**src/shared/uam_pkg.sv**
```systemverilog
// Purpose: constants for the serial receive checker and address matcher
// Assumes: APB word registers, byte address = 4 * register index
// Notes:   indices keep the printed special-function addresses
package uam_pkg;
	localparam int APB_AW = 10;
	// register indices
	localparam logic [7:0] IDX_POWER_CONTROL  = 8'h87;
	localparam logic [7:0] IDX_SERIAL_CONTROL = 8'h98;
	localparam logic [7:0] IDX_SERIAL_DATA    = 8'h99;
	localparam logic [7:0] IDX_OWN_ADDRESS    = 8'hA9;
	localparam logic [7:0] IDX_ADDRESS_MASK   = 8'hB9;
	localparam logic [7:0] IDX_RX_BAUD_DIV    = 8'hC0;
	localparam logic [7:0] IDX_TX_BAUD_DIV    = 8'hC1;
	// serial_control bit positions
	localparam int SC_MODE_LOW  = 7;
	localparam int SC_MODE_HIGH = 6;
	localparam int SC_MULTIPROC = 5;
	localparam int SC_RX_ENABLE = 4;
	localparam int SC_TX_NINTH  = 3;
	localparam int SC_RX_NINTH  = 2;
	localparam int SC_TX_DONE   = 1;
	localparam int SC_RX_DONE   = 0;
	// power_control bit positions
	localparam int PC_DOUBLE_BAUD = 7;
	localparam int PC_FRAME_SEL   = 6;
	// reset values
	localparam logic [7:0]  RST_ADDRESS  = 8'h00;
	localparam logic [15:0] RST_BAUD_DIV = 16'h0015;
	// frame lengths in bits
	localparam logic [3:0] BITS_MODE0  = 4'h8;
	localparam logic [3:0] BITS_MODE1  = 4'hA;
	localparam logic [3:0] BITS_MODE23 = 4'hB;
	// receiver states
	typedef enum logic [1:0] {RX_IDLE, RX_START, RX_DATA, RX_STOP} uam_rx_state_t;
endpackage
```
**src/hdl/uam_serial_port.sv**
```systemverilog
// Purpose: serial port with stop-bit check and hardware address match
// Assumes: RXD synchronous to SYS_CLK; bit time = divisor + 1 cycles
// Notes:   mode 0 is simplified to an 8-bit frame, received after a start bit, sent without one
//
// The implementer's own choice: the APB register port.
`timescale 1ns/10ps
module uam_serial_port
	import uam_pkg::*;
#(
	parameter int DIV_W = 16
) (
	// clock and reset
	input  wire logic              SYS_CLK,
	input  wire logic              ARST_N,
	// apb slave
	input  wire logic              PSEL,
	input  wire logic              PENABLE,
	input  wire logic              PWRITE,
	input  wire logic [APB_AW-1:0] PADDR,
	input  wire logic [31:0]       PWDATA,
	output logic      [31:0]       PRDATA,
	output logic                   PREADY,
	output logic                   PSLVERR,
	// serial line
	input  wire logic              RXD,
	output logic                   TXD
);
	if (DIV_W < 4 || DIV_W > 16) begin : g_bad_width
		$error("DIV_W must lie between 4 and 16");
	end

	typedef struct packed {
		logic             mode_select_low;
		logic             mode_select_high;
		logic             multiproc_enable;
		logic             rx_enable;
		logic             tx_ninth;
		logic             rx_ninth;
		logic             transmit_done_flag;
		logic             receive_done_flag;
		logic             framing_error_flag;
		logic             double_baud;
		logic             framing_select;
		logic [7:0]       own_address;
		logic [7:0]       address_mask;
		logic [DIV_W-1:0] rx_div;
		logic [DIV_W-1:0] tx_div;
		logic [7:0]       rx_buf;
		uam_rx_state_t    rx_st;
		logic [DIV_W-1:0] rx_cnt;
		logic [3:0]       rx_bit;
		logic [8:0]       rx_sh;
		logic             tx_busy;
		logic             tx_mode0;
		logic [10:0]      tx_sh;
		logic [3:0]       tx_left;
		logic [DIV_W-1:0] tx_cnt;
		logic             txd;
		logic [31:0]      rdata;
	} uam_state_t;

	uam_state_t st;
	uam_state_t next_st;

	// decoded bus and mode terms
	logic [7:0] idx;
	logic       aligned;
	logic       mapped;
	logic       wr_acc;
	logic [1:0] mode;
	logic       mode23;
	logic       sm_eff;
	logic       at_stop;
	logic [7:0] bcast;
	logic       given_hit;
	logic       bcast_hit;
	logic       addr_hit;
	logic [7:0] sc_read;
	logic [3:0] rx_last;
	logic       deliver;
	logic       accept;
	logic       stop_ok;

	assign idx     = PADDR[9:2];
	assign aligned = (PADDR[1:0] == 2'h0);
	assign mapped  = aligned && (idx == IDX_POWER_CONTROL || idx == IDX_SERIAL_CONTROL
		|| idx == IDX_SERIAL_DATA || idx == IDX_OWN_ADDRESS || idx == IDX_ADDRESS_MASK
		|| idx == IDX_RX_BAUD_DIV || idx == IDX_TX_BAUD_DIV);
	assign wr_acc  = PSEL && PENABLE && PWRITE && mapped;

	// one wait-free access phase; read data was captured during setup
	assign PREADY  = PSEL && PENABLE;
	assign PSLVERR = PSEL && PENABLE && !mapped;
	assign PRDATA  = st.rdata;
	assign TXD     = st.txd;

	assign mode   = {st.mode_select_low, st.mode_select_high};
	assign mode23 = mode[1];
	// multiprocessor features are dead in mode 0
	assign sm_eff = st.multiproc_enable && (mode != 2'h0);
	// decision moves to the stop bit when checking or mode-1 matching
	assign at_stop = (st.framing_select && mode != 2'h0)
		|| (sm_eff && mode == 2'h1);
	assign rx_last = mode23 ? 4'h8 : 4'h7;

	// address recognition on the received byte
	assign bcast     = st.own_address | st.address_mask;
	assign given_hit = ((st.rx_sh[7:0] ^ st.own_address) & st.address_mask) == 8'h00;
	assign bcast_hit = (st.rx_sh[7:0] & bcast) == bcast;
	assign addr_hit  = given_hit || bcast_hit;

	// bit 7 shows the error flag only while framing_select is set
	assign sc_read = {st.framing_select ? st.framing_error_flag : st.mode_select_low,
		st.mode_select_high, st.multiproc_enable, st.rx_enable,
		st.tx_ninth, st.rx_ninth, st.transmit_done_flag, st.receive_done_flag};

	// receiver decision terms, valid in the sample cycle of the frame
	always_comb begin
		deliver = 1'b0;
		stop_ok = RXD;
		if (st.rx_st == RX_DATA && st.rx_cnt == '0 && st.rx_bit == rx_last) begin
			deliver = (mode == 2'h0) || !at_stop;
		end else if (st.rx_st == RX_STOP && st.rx_cnt == '0) begin
			deliver = at_stop;
		end
		// address frames: ninth bit in modes 2/3, stop bit in mode 1
		if (!sm_eff) begin
			accept = 1'b1;
		end else if (mode == 2'h1) begin
			accept = addr_hit && stop_ok;
		end else begin
			// at the ninth-bit sample the bit is still on the line, not yet shifted in
			accept = addr_hit && ((st.rx_st == RX_DATA) ? RXD : st.rx_sh[8]);
		end
	end

	// the whole next state
	always_comb begin
		next_st = st;

		// read data is captured in the setup cycle
		if (PSEL && !PENABLE && !PWRITE && mapped) begin
			case (idx)
				IDX_POWER_CONTROL:  next_st.rdata = {24'h0, st.double_baud, st.framing_select, 6'h0};
				IDX_SERIAL_CONTROL: next_st.rdata = {24'h0, sc_read};
				IDX_SERIAL_DATA:    next_st.rdata = {24'h0, st.rx_buf};
				IDX_OWN_ADDRESS:    next_st.rdata = {24'h0, st.own_address};
				IDX_ADDRESS_MASK:   next_st.rdata = {24'h0, st.address_mask};
				IDX_RX_BAUD_DIV:    next_st.rdata = 32'(st.rx_div);
				IDX_TX_BAUD_DIV:    next_st.rdata = 32'(st.tx_div);
				default:            next_st.rdata = 32'h0;
			endcase
		end else if (PSEL && !PENABLE) begin
			next_st.rdata = 32'h0;
		end

		// software writes first so that hardware sets below win
		if (wr_acc) begin
			case (idx)
				IDX_POWER_CONTROL: begin
					next_st.double_baud    = PWDATA[PC_DOUBLE_BAUD];
					next_st.framing_select = PWDATA[PC_FRAME_SEL];
				end
				IDX_SERIAL_CONTROL: begin
					if (st.framing_select) begin
						next_st.framing_error_flag = PWDATA[SC_MODE_LOW];
					end else begin
						next_st.mode_select_low = PWDATA[SC_MODE_LOW];
					end
					next_st.mode_select_high   = PWDATA[SC_MODE_HIGH];
					next_st.multiproc_enable   = PWDATA[SC_MULTIPROC];
					next_st.rx_enable          = PWDATA[SC_RX_ENABLE];
					next_st.tx_ninth           = PWDATA[SC_TX_NINTH];
					next_st.rx_ninth           = PWDATA[SC_RX_NINTH];
					next_st.transmit_done_flag = PWDATA[SC_TX_DONE];
					next_st.receive_done_flag  = PWDATA[SC_RX_DONE];
				end
				IDX_OWN_ADDRESS:  next_st.own_address  = PWDATA[7:0];
				IDX_ADDRESS_MASK: next_st.address_mask = PWDATA[7:0];
				IDX_RX_BAUD_DIV:  next_st.rx_div = PWDATA[DIV_W-1:0];
				IDX_TX_BAUD_DIV:  next_st.tx_div = PWDATA[DIV_W-1:0];
				default: ;
			endcase
		end

		// receiver, independent of the transmitter below
		case (st.rx_st)
			RX_IDLE: begin
				if (st.rx_enable && !RXD) begin
					next_st.rx_st  = RX_START;
					next_st.rx_cnt = st.rx_div >> 1;
				end
			end
			RX_START: begin
				if (st.rx_cnt != '0) begin
					next_st.rx_cnt = st.rx_cnt - 1'b1;
				end else if (RXD) begin
					// a glitch, not a start bit
					next_st.rx_st = RX_IDLE;
				end else begin
					next_st.rx_st  = RX_DATA;
					next_st.rx_cnt = st.rx_div;
					next_st.rx_bit = 4'h0;
				end
			end
			RX_DATA: begin
				if (st.rx_cnt != '0) begin
					next_st.rx_cnt = st.rx_cnt - 1'b1;
				end else begin
					next_st.rx_sh[st.rx_bit] = RXD;
					next_st.rx_cnt = st.rx_div;
					next_st.rx_bit = st.rx_bit + 4'h1;
					if (st.rx_bit == rx_last) begin
						next_st.rx_st = (mode == 2'h0) ? RX_IDLE : RX_STOP;
					end
				end
			end
			RX_STOP: begin
				if (st.rx_cnt != '0) begin
					next_st.rx_cnt = st.rx_cnt - 1'b1;
				end else begin
					next_st.rx_st = RX_IDLE;
					// without recognition mode 1 keeps the stop bit as ninth bit
					if (mode == 2'h1 && !sm_eff) begin
						next_st.rx_ninth = RXD;
					end
					if (st.framing_select && !RXD) begin
						next_st.framing_error_flag = 1'b1;
					end
				end
			end
			default: next_st.rx_st = RX_IDLE;
		endcase

		// the sample cycle uses the byte assembled so far plus this bit
		if (deliver && accept) begin
			next_st.receive_done_flag = 1'b1;
			next_st.rx_buf = (st.rx_st == RX_DATA && st.rx_bit == 4'h7)
				? {RXD, st.rx_sh[6:0]} : st.rx_sh[7:0];
			if (mode23) begin
				next_st.rx_ninth = (st.rx_st == RX_DATA) ? RXD : st.rx_sh[8];
			end
		end

		// transmitter: write to the data register starts a frame unless one is in progress
		if (wr_acc && idx == IDX_SERIAL_DATA && !st.tx_busy) begin
			next_st.tx_busy  = 1'b1;
			next_st.tx_cnt   = st.tx_div;
			next_st.tx_mode0 = (mode == 2'h0);
			case (mode)
				2'h0: begin
					next_st.tx_sh   = {3'h7, PWDATA[7:0]};
					next_st.tx_left = BITS_MODE0;
				end
				2'h1: begin
					next_st.tx_sh   = {2'h3, PWDATA[7:0], 1'b0};
					next_st.tx_left = BITS_MODE1;
				end
				default: begin
					next_st.tx_sh   = {1'b1, st.tx_ninth, PWDATA[7:0], 1'b0};
					next_st.tx_left = BITS_MODE23;
				end
			endcase
			next_st.txd = next_st.tx_sh[0];
		end else if (st.tx_busy) begin
			if (st.tx_cnt != '0) begin
				next_st.tx_cnt = st.tx_cnt - 1'b1;
			end else begin
				next_st.tx_cnt  = st.tx_div;
				next_st.tx_sh   = {1'b1, st.tx_sh[10:1]};
				next_st.tx_left = st.tx_left - 4'h1;
				next_st.txd     = st.tx_sh[1];
				// done flag at the start of the stop bit, or after bit 8 in mode 0
				if ((st.tx_mode0 && st.tx_left == 4'h1)
					|| (!st.tx_mode0 && st.tx_left == 4'h2)) begin
					next_st.transmit_done_flag = 1'b1;
				end
				if (st.tx_left == 4'h1) begin
					next_st.tx_busy = 1'b0;
					next_st.txd     = 1'b1;
				end
			end
		end
	end

	// all state registered here; reset leaves the line idle high
	always_ff @(posedge SYS_CLK or negedge ARST_N) begin
		if (!ARST_N) begin
			st              <= '0;
			st.own_address  <= RST_ADDRESS;
			st.address_mask <= RST_ADDRESS;
			st.rx_div       <= RST_BAUD_DIV[DIV_W-1:0];
			st.tx_div       <= RST_BAUD_DIV[DIV_W-1:0];
			st.rx_st        <= RX_IDLE;
			st.tx_sh        <= 11'h7FF;
			st.txd          <= 1'b1;
		end else begin
			st <= next_st;
		end
	end
endmodule // uam_serial_port

```
**config.mk**
```make
export PLATFORM = sky130hd
export DESIGN_NAME = uam_serial_port
export DESIGN_NICKNAME = d
export VERILOG_FILES = /design/src/shared/uam_pkg.sv /design/src/hdl/uam_serial_port.sv
export SDC_FILE = /design/constraint.sdc
export NUM_CORES = 1
export LEC_CHECK = 0
export BUFFER_PORTS_ARGS = -buffer_cell sky130_fd_sc_hd__buf_4
export CORE_MARGIN = 5
export CORE_UTILIZATION = 55
export DETAILED_ROUTE_END_ITERATION = 16
export GPL_TIMING_DRIVEN = 0
export HOLD_SLACK_MARGIN = 0.02
export PLACE_DENSITY = 0.86
export SETUP_SLACK_MARGIN = 0.15
export SYNTH_ARGS = -nofsm -noshare
export SYNTH_HDL_FRONTEND = slang
export SYNTH_SLANG_ARGS = --single-unit
```
**constraint.sdc**
```tcl
create_clock -name SYS_CLK -period 5.1 [get_ports SYS_CLK]
set_clock_uncertainty 0.15 [all_clocks]
set_input_delay 1.02 -clock SYS_CLK [delete_from_list [all_inputs] [get_ports SYS_CLK]]
set_output_delay 1.02 -clock SYS_CLK [all_outputs]
set_load 0.1 [all_outputs]
```
==> metrics.txt, run 1 <==
Synth Instances ~860; Starting Density between 50% and 60%; PwrDens 276 mW/mm^2; Final #Nets 1004; GR Overflow Total 0; diodes inserted 0; DR iter-0 viols 947; internal power 2.00 mW; fin crit period 3880 ps; DIE HEIGHT ~130 um; outcome complete, no violations; Clock Path Buffers 2; Setup crit end kind primary output; asr flop ratio synth 100%; CTS tree yes; hpwl dp 16.2 mm; EDFF count, synth 0; Critical Path Start PADDR[5]; dominant synthesized flop cell dfrtp_1; CP required 3930 ps; post-route non-filler standard cell count 1147; number of I/O pins 83; max cap viols 0; clock net sink count approximately 150; FP Rows 45; port bufs 49; number of global-route vias before repair between 7000 and 8000; Final Slew Violations 0; Setup crit start kind input pin; Leak 4.32 nW; Die Wd between 100 and 150 um; DRC violations left 0; switching part of the total approximately a quarter; Final Cycle Share 76.1%; R2R depth 8; cell taking the most area after synthesis dfrtp_1; largest net degree at the start of global routing 102; DRT antenna net count 0; routed length per placed instance between 15 and 20 um; post-synthesis cell type count 70; post-cts resize count 0; Slew HR 42.9%; RR Endpoint st[49]$_DFFE_PN0P_; all-layer global routing usage 25.9%; vias 7399; share of layout cells above drive strength 1 23.6%; Flop pwr share 44.8%; Placed Cells between 1000 and 1500; Crit Path Class input pin to primary output; Fmax achieved ~260 MHz; hold buffers post-CTS 0; first-pass GRT wire length roughly 37 mm; worst-skew pair later-pin latency 430 ps; hold path startpoint PRDATA[7]$_DFFE_PN0P_; Synth Warn # 0; Post-Syn Area 0.00831 mm^2; setup bufs post-CTS 0; Reg clk slew, reported paths 60 ps; Finished Core Util 63.9%; sequential fraction of the synthesis area 44.2%; Hold Path Stages 2; reg2reg start st[33]$_DFFE_PN0P_; root buf cell clkbuf_16; switching power 0.657 mW; Peak VDD IR 0.000263 V; area growth from synthesis to layout 15.5%; setup TNS 0 ps; Max H-tree Level 4; die area 0.0177 mm^2; routed vias/inst approximately 6.5; RSZ-0062 raised after global routing false; WHS Endpoint PRDATA[7]$_DFFE_PN0P_; Tightest Hold Check Type flip-flop to flip-flop; 1st-pass router iterations 8; r2r setup slk 1810 ps; core box area ~0.015 mm^2; flops & latches, synth 146; Avg Cell Area, Syn 9.64 um^2; Clk network pwr share 47.5%; worst slew pin tran ~850 ps; top cells by area, synth dfrtp_1 39%, mux2_2 9.1%, dfstp_2 5.1%, nand2_1 3.7%, nor2_1 3.2%; GP Congestion a little over 0.9; Power Total 2.65 mW; final WL 22.8 mm; Final Hold Vio Count 0; arrival time at the worst endpoint between 2000 and 3000 ps; Setup violations, final 0; combinational share of power about 7.7%; antenna violations before repair 0; post-synth top area share 39.1%; CTS Buf Count 17; Crit Path Max Fanout 7
[registers in the layout, summed over array words and instances (netlist names), named ones only]
| signal | flops |
|---|---|
| PRDATA | 16 |
| mode | 1 |
| st | 112 |
| mode23 | 1 |
| TXD | 1 |
| sc_read | 6 |
[worst max-delay path, cell delays in order]
cell and delay, ps:
buf_4 130, or3b_2 450, a2111oi_0 420, nor3_1 180
o31a_1 270, buf_4 230
[placed cells by master (no fill, tap or decap), types with 17 or more instances in the layout]
master / n
a21oi_1: 46
nand2_1: 82
a22o_1: 25
inv_1: 26
dfrtp_1: 130
mux2_2: 67
nand3_1: 23
buf_4: 81
clkbuf_1: 32
nor2_1: 70
o21ai_0: 51
nor3_1: 33
clkbuf_16: 17
[synth_stat cells (all sizes together) (3+ instances only)]
cell type  number
dfrtp         130
nand2          83
nor2           70
mux2           67
o21ai          52
buf            47
a21oi          46
nor3           37
clkbuf         30
inv            26
a22o           25
nand3          23
dfstp          16
mux2i          14
a31oi          13
or3            13
a221o          10
a22oi          10
ha             10
nor4           10
xor2           10
o22ai           9
nand2b          7
a222oi          6
a311oi          6
and3            5
nand4           5
nand4b          5
nor2b           5
o211ai          5
o31ai           5
o32ai           5
or2             5
a221oi          4
and2            4
nor3b           4
nor4b           3
o2111ai         3
o21bai          3
o311a           3
or3b            3
or4             3
[final cells by class]
class / count / area [um^2]
Inverter: 26 / 97.6
Clock inverter: 10 / 123
Timing Repair Buffer: 50 / 399
Tap cell: 188 / 235
Fill cell: 1164 / 5430
Buffer: 77 / 428
Multi-Input combinational cell: 628 / 4170
Clock buffer: 22 / 474
Sequential cell: 146 / 3670
[cells by family after synthesis]
logic type | share of synthesized area (%)
xor gates and xnor gates | 1.26
and+or+nand+nor | 17.8
AOI/OAI and AO/OA | 17.9
buffers and inverters | 6.32
muxes | 10.8
adders and majority gates | 1.75
DFF | 44.2
other | 0.0451
[power groups by stage]
stage          combinational, mW  clock, mW  sequential [mW]
4_1_cts                    0.204       1.27             1.19
2_1_floorplan              0.128          0             1.20
5_1_grt                    0.221       1.31             1.19
3_5_place_dp               0.202          0             1.21
3_3_place_gp               0.195          0             1.21
6_report                   0.205       1.26             1.19
[how the worst max path moves through the flow]
stage / to / slack (ps)
4_1_cts: PSLVERR / 1220
6_report: PSLVERR / 1220
3_3_place_gp: PSLVERR / 1210
5_1_grt: PSLVERR / 1140
3_5_place_dp: PSLVERR / 1230
2_1_floorplan: PSLVERR / 1200
[metrics by stage]
stage | worst slack, ps | hold slack, ps | area, um^2
2_1_floorplan | 1200 | 290 | 8370
3_3_place_gp | 1210 | 306 | 8970
3_5_place_dp | 1230 | 334 | 9000
4_1_cts | 1220 | 345 | 9600
5_1_grt | 1140 | 354 | 9600
6_report | 1220 | 340 | 9600
[routing by layer]
layer / share of wire (%) / track usage (%) / routed length, um
met2: 46 / 39.9 / 10500
met4: 4.2 / 12.0 / 952
met1: 40 / 33.9 / 9070
met5: 0 / 0 / 0
met3: 10 / 7.34 / 2280
(Power assumes the default switching activity.)
==> run 2, diff against run 1 <==
--- a/config.mk
+++ b/config.mk
@@ -5,13 +5,14 @@
 export SDC_FILE = /design/constraint.sdc
 export NUM_CORES = 1
 export LEC_CHECK = 0
+export ABC_AREA = 1
 export BUFFER_PORTS_ARGS = -buffer_cell sky130_fd_sc_hd__buf_4
 export CORE_MARGIN = 5
 export CORE_UTILIZATION = 55
 export DETAILED_ROUTE_END_ITERATION = 16
 export GPL_TIMING_DRIVEN = 0
 export HOLD_SLACK_MARGIN = 0.02
-export PLACE_DENSITY = 0.86
+export PLACE_DENSITY = 0.89
 export SETUP_SLACK_MARGIN = 0.15
 export SYNTH_ARGS = -nofsm -noshare
 export SYNTH_HDL_FRONTEND = slang
==> constraint.sdc (replaced) <==
create_clock -name SYS_CLK -period 3.44 [get_ports SYS_CLK]
set_clock_uncertainty 0.15 [all_clocks]
set_input_delay 0.688 -clock SYS_CLK [delete_from_list [all_inputs] [get_ports SYS_CLK]]
set_output_delay 0.688 -clock SYS_CLK [all_outputs]
set_load 0.1 [all_outputs]
==> metrics.txt, run 2 <==
outcome complete, no violations; hpwl dp 18.3 mm (+13%); asr flop ratio synth 100% (unchanged); post-route non-filler standard cell count 1569 (+37%); Synth Warn # 0 (unchanged); commonest non-fill, non-tap cell in the layout nand2_1; Placed Cells 1537 (+38%); Fmax achieved ~350 MHz; antenna violations before repair 0 (unchanged); Max H-tree Level 4 (unchanged); share of layout cells above drive strength 1 13.4% (-10 points); number of global-route vias before repair 8016 (+13%); Die Wd 137 um (+3.1%); DRC violations left 0 (unchanged); Reg clk slew, reported paths 60 ps (about the same); Setup crit start kind input pin; worst slew pin tran 624 ps (-228 ps); fillers 1392 (+20%); EDFF count, synth 0 (unchanged); count leader, synth nand2_1; reg2reg start st[79]$_DFFE_PN0P_; CTS Buf Count 17 (unchanged); first-pass GRT wire length 40.3 mm (+9.3%); dominant synthesized flop cell dfrtp_1; Final Slew Violations 0 (unchanged); grt met2 use 42.9% (+3.0 points); vias 8672 (+17%); post-synth top area share 36.6% (-2.5 points); r2r setup slk 650 ps (-1160 ps); routed length per placed instance 15.7 um (-21%); met3 GRT Util 5.55% (-1.8 points); R2R depth 14 (+6); DIE HEIGHT 137 um (+3.1%); Leak 5.14 nW (+19%); fin crit period 2880 ps; all-layer global routing usage 27.2% (+1.3 points); RR Endpoint st[88]$_DFFE_PN0P_; sequential fraction of the synthesis area 41.4% (-2.8 points); clock net sink count 146 (unchanged); flops & latches, synth 146 (unchanged); Synth Instances 1257 (+46%); number of I/O pins 83 (unchanged); Final Cycle Share 83.6%; largest net degree at the start of global routing 90 (-12%); Final Hold Vio Count 0 (unchanged); hold buffers post-CTS 0 (unchanged); Synth top cells by count 367 x nand2_1, 153 x inv_1, 138 x o21ai_0; worst-skew pair later-pin latency 440 ps (about the same); arrival time at the worst endpoint 2040 ps (-670 ps); Setup crit end kind primary output; final WL 24.6 mm (+8.0%); core box area 0.0159 mm^2 (+5.7%); root buf cell clkbuf_16; Slew HR 58.4% (+16 points); Largest register FFs 112 (unchanged); met1 Usage GRT 37.2% (+3.3 points); Starting Density 55.9% (+0.59 points); routed vias/inst 5.53 (-14%); Peak VDD IR 0.000380 V (+45%); post-cts resize count 0 (unchanged); CTS tree yes; Tightest Hold Check Type input pin to async pin; Final #Nets 1398 (+39%); area growth from synthesis to layout 14.4%; GR Overflow Total 0 (unchanged); Crit Path Class input pin to primary output; PwrDens 370 mW/mm^2 (+34%); Largest Register st; Clock Path Buffers 2 (unchanged); setup bufs post-CTS 0 (unchanged); top cells by area, synth dfrtp_1 37%, nand2_1 16%, o21ai_0 7.8%, inv_1 6.5%, dfstp_2 4.7%; Avg Cell Area, Syn 7.06 um^2 (-27%); die area 0.0188 mm^2 (+6.3%); Setup violations, final 0 (unchanged); RSZ-0062 raised after global routing false; cell taking the most area after synthesis dfrtp_1; Crit Path Max Fanout 10 (+3); diodes inserted 0 (unchanged); setup TNS 0 ps (unchanged); max cap viols 0 (unchanged); 1st-pass router iterations 6 (-2); FP Rows 46 (+2.2%); DR iter-0 viols 993 (+4.9%); most used routing layer in global routing met2; DRT antenna net count 0 (unchanged); post-synthesis cell type count 42 (-40%); CP required 2600 ps (-1330 ps); port bufs 48 (-2.0%); Post-Syn Area 0.00888 mm^2 (+6.8%); GP Congestion 0.972 (+6.3%); most frequent cells in the layout 367 x nand2_1, 153 x inv_1, 138 x o21ai_0, 130 x dfrtp_1, 106 x nor2_1
[run 2: report_power, final]
part	switching, mW	leakage [nW]	internal [mW]
sequential	0.00456	1.57	1.72
clock	0.768	0.262	1.01
combinational	0.189	3.31	0.0580
[run 2: how the worst max path moves through the flow]
stage	slack [ps]	from	to
final	560	PADDR[9]	PSLVERR
after global placement	590	RXD	st[86]$_DFFE_PN0P_
after CTS	580	PADDR[9]	PSLVERR
after floorplan	440	PADDR[3]	PSLVERR
after global routing	430	st[79]$_DFFE_PN0P_	st[88]$_DFFE_PN0P_
after detailed placement	500	RXD	st[86]$_DFFE_PN0P_
[run 2: logic make-up after synthesis]
family	Yosys count	synth area share (%)
simple gates	619	29.5
flops	146	41.4
buf+inv	231	11.5
xor+xnor	10	0.987
fa+ha+maj	10	1.41
compound gates	240	15.2
other cells	1	0.0422
[run 2: per-stage QoR]
step | total power [mW] | setup WS (ps) | hold WS (ps) | cell area, um^2 | utilization, %
2_1_floorplan | 1.91 | 438 | 242 | 8940 | -
3_3_place_gp | 2.00 | 585 | 314 | 9570 | 60.2
3_5_place_dp | 2.00 | 501 | 324 | 9600 | 60.4
4_1_cts | 3.76 | 578 | 82.5 | 10200 | 63.9
5_1_grt | 3.86 | 426 | 110 | 10200 | 63.9
6_report | 3.76 | 565 | 60.9 | 10200 | 63.9
[run 2: metal layers]
| metal | part of all wire [%] | up-vias |
|---|---|---|
| met5 | 0 | - |
| met4 | 3.3 | 0 |
| met3 | 7.8 | 73 |
| met2 | 47 | 399 |
| met1 | 42 | 4020 |
| li1 | - | 4180 |
[run 2: layout make-up]
cell class | instances | area, um^2 | share of cell area [%]
multi-input combinational | 895 | 4240 | 41.8
timing repair buffer | 49 | 392 | 3.86
clock buffer | 20 | 447 | 4.40
inverter | 162 | 611 | 6.01
tap | 216 | 270 | 2.66
buffer | 69 | 409 | 4.03
sequential | 146 | 3670 | 36.2
clock inverter | 12 | 110 | 1.08
[run 2: critical path, stage by stage]
cell	delay [ps]
buf_4	110
nand2_1	130
nor2_1	70
nand2_2	220
nand2_1	100
nor2_2	190
a21boi_1	120
nor2_2	100
buf_4	290
==> run 3, diff against run 2 <==
--- a/config.mk
+++ b/config.mk
@@ -12,7 +12,7 @@
 export DETAILED_ROUTE_END_ITERATION = 16
 export GPL_TIMING_DRIVEN = 0
 export HOLD_SLACK_MARGIN = 0.02
-export PLACE_DENSITY = 0.89
+export PLACE_DENSITY = 0.86
 export SETUP_SLACK_MARGIN = 0.15
 export SYNTH_ARGS = -nofsm -noshare
 export SYNTH_HDL_FRONTEND = slang
==> constraint.sdc (replaced) <==
create_clock -name SYS_CLK -period 2.7 [get_ports SYS_CLK]
set_clock_uncertainty 0.15 [all_clocks]
set_input_delay 0.54 -clock SYS_CLK [delete_from_list [all_inputs] [get_ports SYS_CLK]]
set_output_delay 0.54 -clock SYS_CLK [all_outputs]
set_load 0.1 [all_outputs]
==> metrics.txt, run 3 (same netlist as run 2, synthesis figures left out) <==
Reg clk slew, reported paths 60 ps (about the same); CP Cell Sequence buf_4 > inv_1 > nand2_1 > nor2_1 > nand2_1 > nand2_1 > nor2_2 > a21boi_2 > nor2_4 > buf_6; Clock Path Buffers 2 (unchanged); Final Hold Vio Count 0 (unchanged); worst slew pin tran 634 ps (+9.94 ps); Fmax achieved 402 MHz; highest routed metal layer met4; post-route cell area 0.0103 mm^2 (+1.7%); most frequent cells in the layout 366 x nand2_1, 152 x inv_1, 138 x o21ai_0, 130 x dfrtp_1, 101 x nor2_1; PwrDens 488 mW/mm^2 (+32%); diodes inserted 0 (unchanged); area growth from synthesis to layout 16.4%; number of global-route vias before repair 8375 (+4.5%); Final #Nets 1404 (+0.43%); Slew HR 57.7% (-0.66 points); root buf cell clkbuf_16; vias 8838 (+1.9%); die area 0.0188 mm^2 (unchanged); DRT antenna net count 0 (unchanged); setup TNS 0 ps (unchanged); Setup crit start kind input pin; Final Slew Violations 0 (unchanged); fillers 1355 (-2.7%); wire length on met3 2.01 mm (+4.2%); Die Wd 137 um (unchanged); most numerous cell on the critical path nand2_1; Max H-tree Level 4 (unchanged); port bufs 48 (unchanged); post-placement setup slack -31.0 ps (-532 ps); Peak VDD IR 0.000381 V (+0.19%); number of I/O pins 83 (unchanged); crit path max-delay cell type nor2_1; Crit Path Max Fanout 4 (-6); Crit Path Class input pin to primary output; routed vias/inst 5.61 (+1.5%); first-pass GRT wire length 40.9 mm (+1.6%); hpwl dp 18.4 mm (+0.75%); max incr delay on CP 230 ps (-60 ps); GP Congestion 0.951 (-2.2%); DRC violations left 0 (unchanged); clock net sink count 146 (unchanged); all-layer global routing usage 27.5% (+0.25 points); Setup crit end kind primary output; routed length per placed instance 16.0 um (+2.3%); CTS tree yes; final WL 25.3 mm (+2.7%); Tightest Hold Check Type input pin to flip-flop; Met1 Wirelength 10.4 mm (+0.61%); Setup violations, final 0 (unchanged); DIE HEIGHT 137 um (unchanged); met2 WL 11.9 mm (+3.1%); Largest Register st; Power Total 5.04 mW (+34%); DR iter-0 viols 1024 (+3.1%); antenna violations before repair 0 (unchanged); FP Rows 46 (unchanged); max cap viols 0 (unchanged); CP required 2010 ps (-590 ps); Cell Area, Placed 0.00960 mm^2 (about the same); RSZ-0062 raised after global routing false; GR Overflow Total 0 (unchanged); 1st-pass router iterations 6 (unchanged); share of layout cells above drive strength 1 14.6% (+1.3 points); CTS Buf Count 17 (unchanged); arrival time at the worst endpoint 1800 ps (-240 ps); Largest register FFs 112 (unchanged); Starting Density 55.9% (unchanged); Final WS setup 212 ps (-352 ps); Final Cycle Share 92.1%; fin crit period between 2000 and 2500 ps; commonest non-fill, non-tap cell in the layout nand2_1; outcome complete, no violations; core box area 0.0159 mm^2 (unchanged); worst-skew pair later-pin latency 430 ps (about the same); Leak 5.23 nW (+1.8%); largest net degree at the start of global routing 101 (+12%)
==> run 3: cell types whose count changed in the layout (fill, tap and decap cells not counted), sizes merged <==
cell,previous run,this run
buf,101,106
dlygate4sd3,0,1
clkbuf,37,36
inv,161,165
clkinv,8,6
clkinvlp,4,1
bufinv,1,3
==> run 3: stage by stage <==
step | utilization (%) | hold WS (ps) | std cells
after global placement | 60.3 | 314 | 1536
final | 65.0 | 188 | 1575
after detailed placement | 60.5 | 328 | 1537
after floorplan | - | 94.4 | 1272
after CTS | 64.6 | 175 | 1571
after global routing | 65.0 | 196 | 1575
==> run 3: where the power goes <==
| part | total, mW | switching [mW] | internal (mW) | leakage, nW |
|---|---|---|---|---|
| clock network | 2.52 | 0.995 | 1.52 | 0.306 |
| registers | 2.20 | 0.00590 | 2.20 | 1.57 |
| logic | 0.320 | 0.243 | 0.0763 | 3.36 |
| total | 5.04 | 1.24 | 3.79 | 5.23 |
==> run 3: layout make-up <==
cell class	instances	area (um^2)	area share, %
multi-input combinational	895	4290	41.6
sequential	146	3670	35.6
inverter	162	613	5.93
clock buffer	19	453	4.38
timing repair buffer	55	443	4.29
buffer	69	410	3.97
tap	216	270	2.62
clock inverter	13	175	1.70
==> run 3: per-layer routing <==
metal	global-route usage, %	up-vias
li1	-	4179
met1	37.2	4102
met2	43.2	472
met3	4.78	85
met4	12.4	0
met5	0	-
==> run 3: worst max-delay path: cells and delay by family <==
kind | cells | cell delay (ps)
simple gates | 6 | 710
buf+inv | 3 | 330
compound gates | 1 | 210
==> run 3: final timing paths <==
kind / from / end / slack (ps) / depth (start not counted)
max: PADDR[8] / PSLVERR / 210 / 10
min in group asynchronous: ARST_N / st[89]$_DFFE_PN0P_ / 460 / 2
max reg2reg: st[79]$_DFFE_PN0P_ / st[102]$_DFFE_PN0P_ / 320 / 13
max in group asynchronous: ARST_N / TXD$_DFFE_PN1P_ / 1070 / 3
min: PWDATA[13] / st[134]$_DFFE_PN0P_ / 190 / 3
min reg2reg: st[56]$_DFFE_PN1P_ / st[56]$_DFFE_PN1P_ / 340 / 2
==> run 3: what timing repair did <==
item,in CTS,in global routing
resized for setup,2,16
hold buffers,1,0
setup buffers,1,4
pin swaps,0,2
hold endpoints to repair,46,0
setup endpoints to repair,11,48
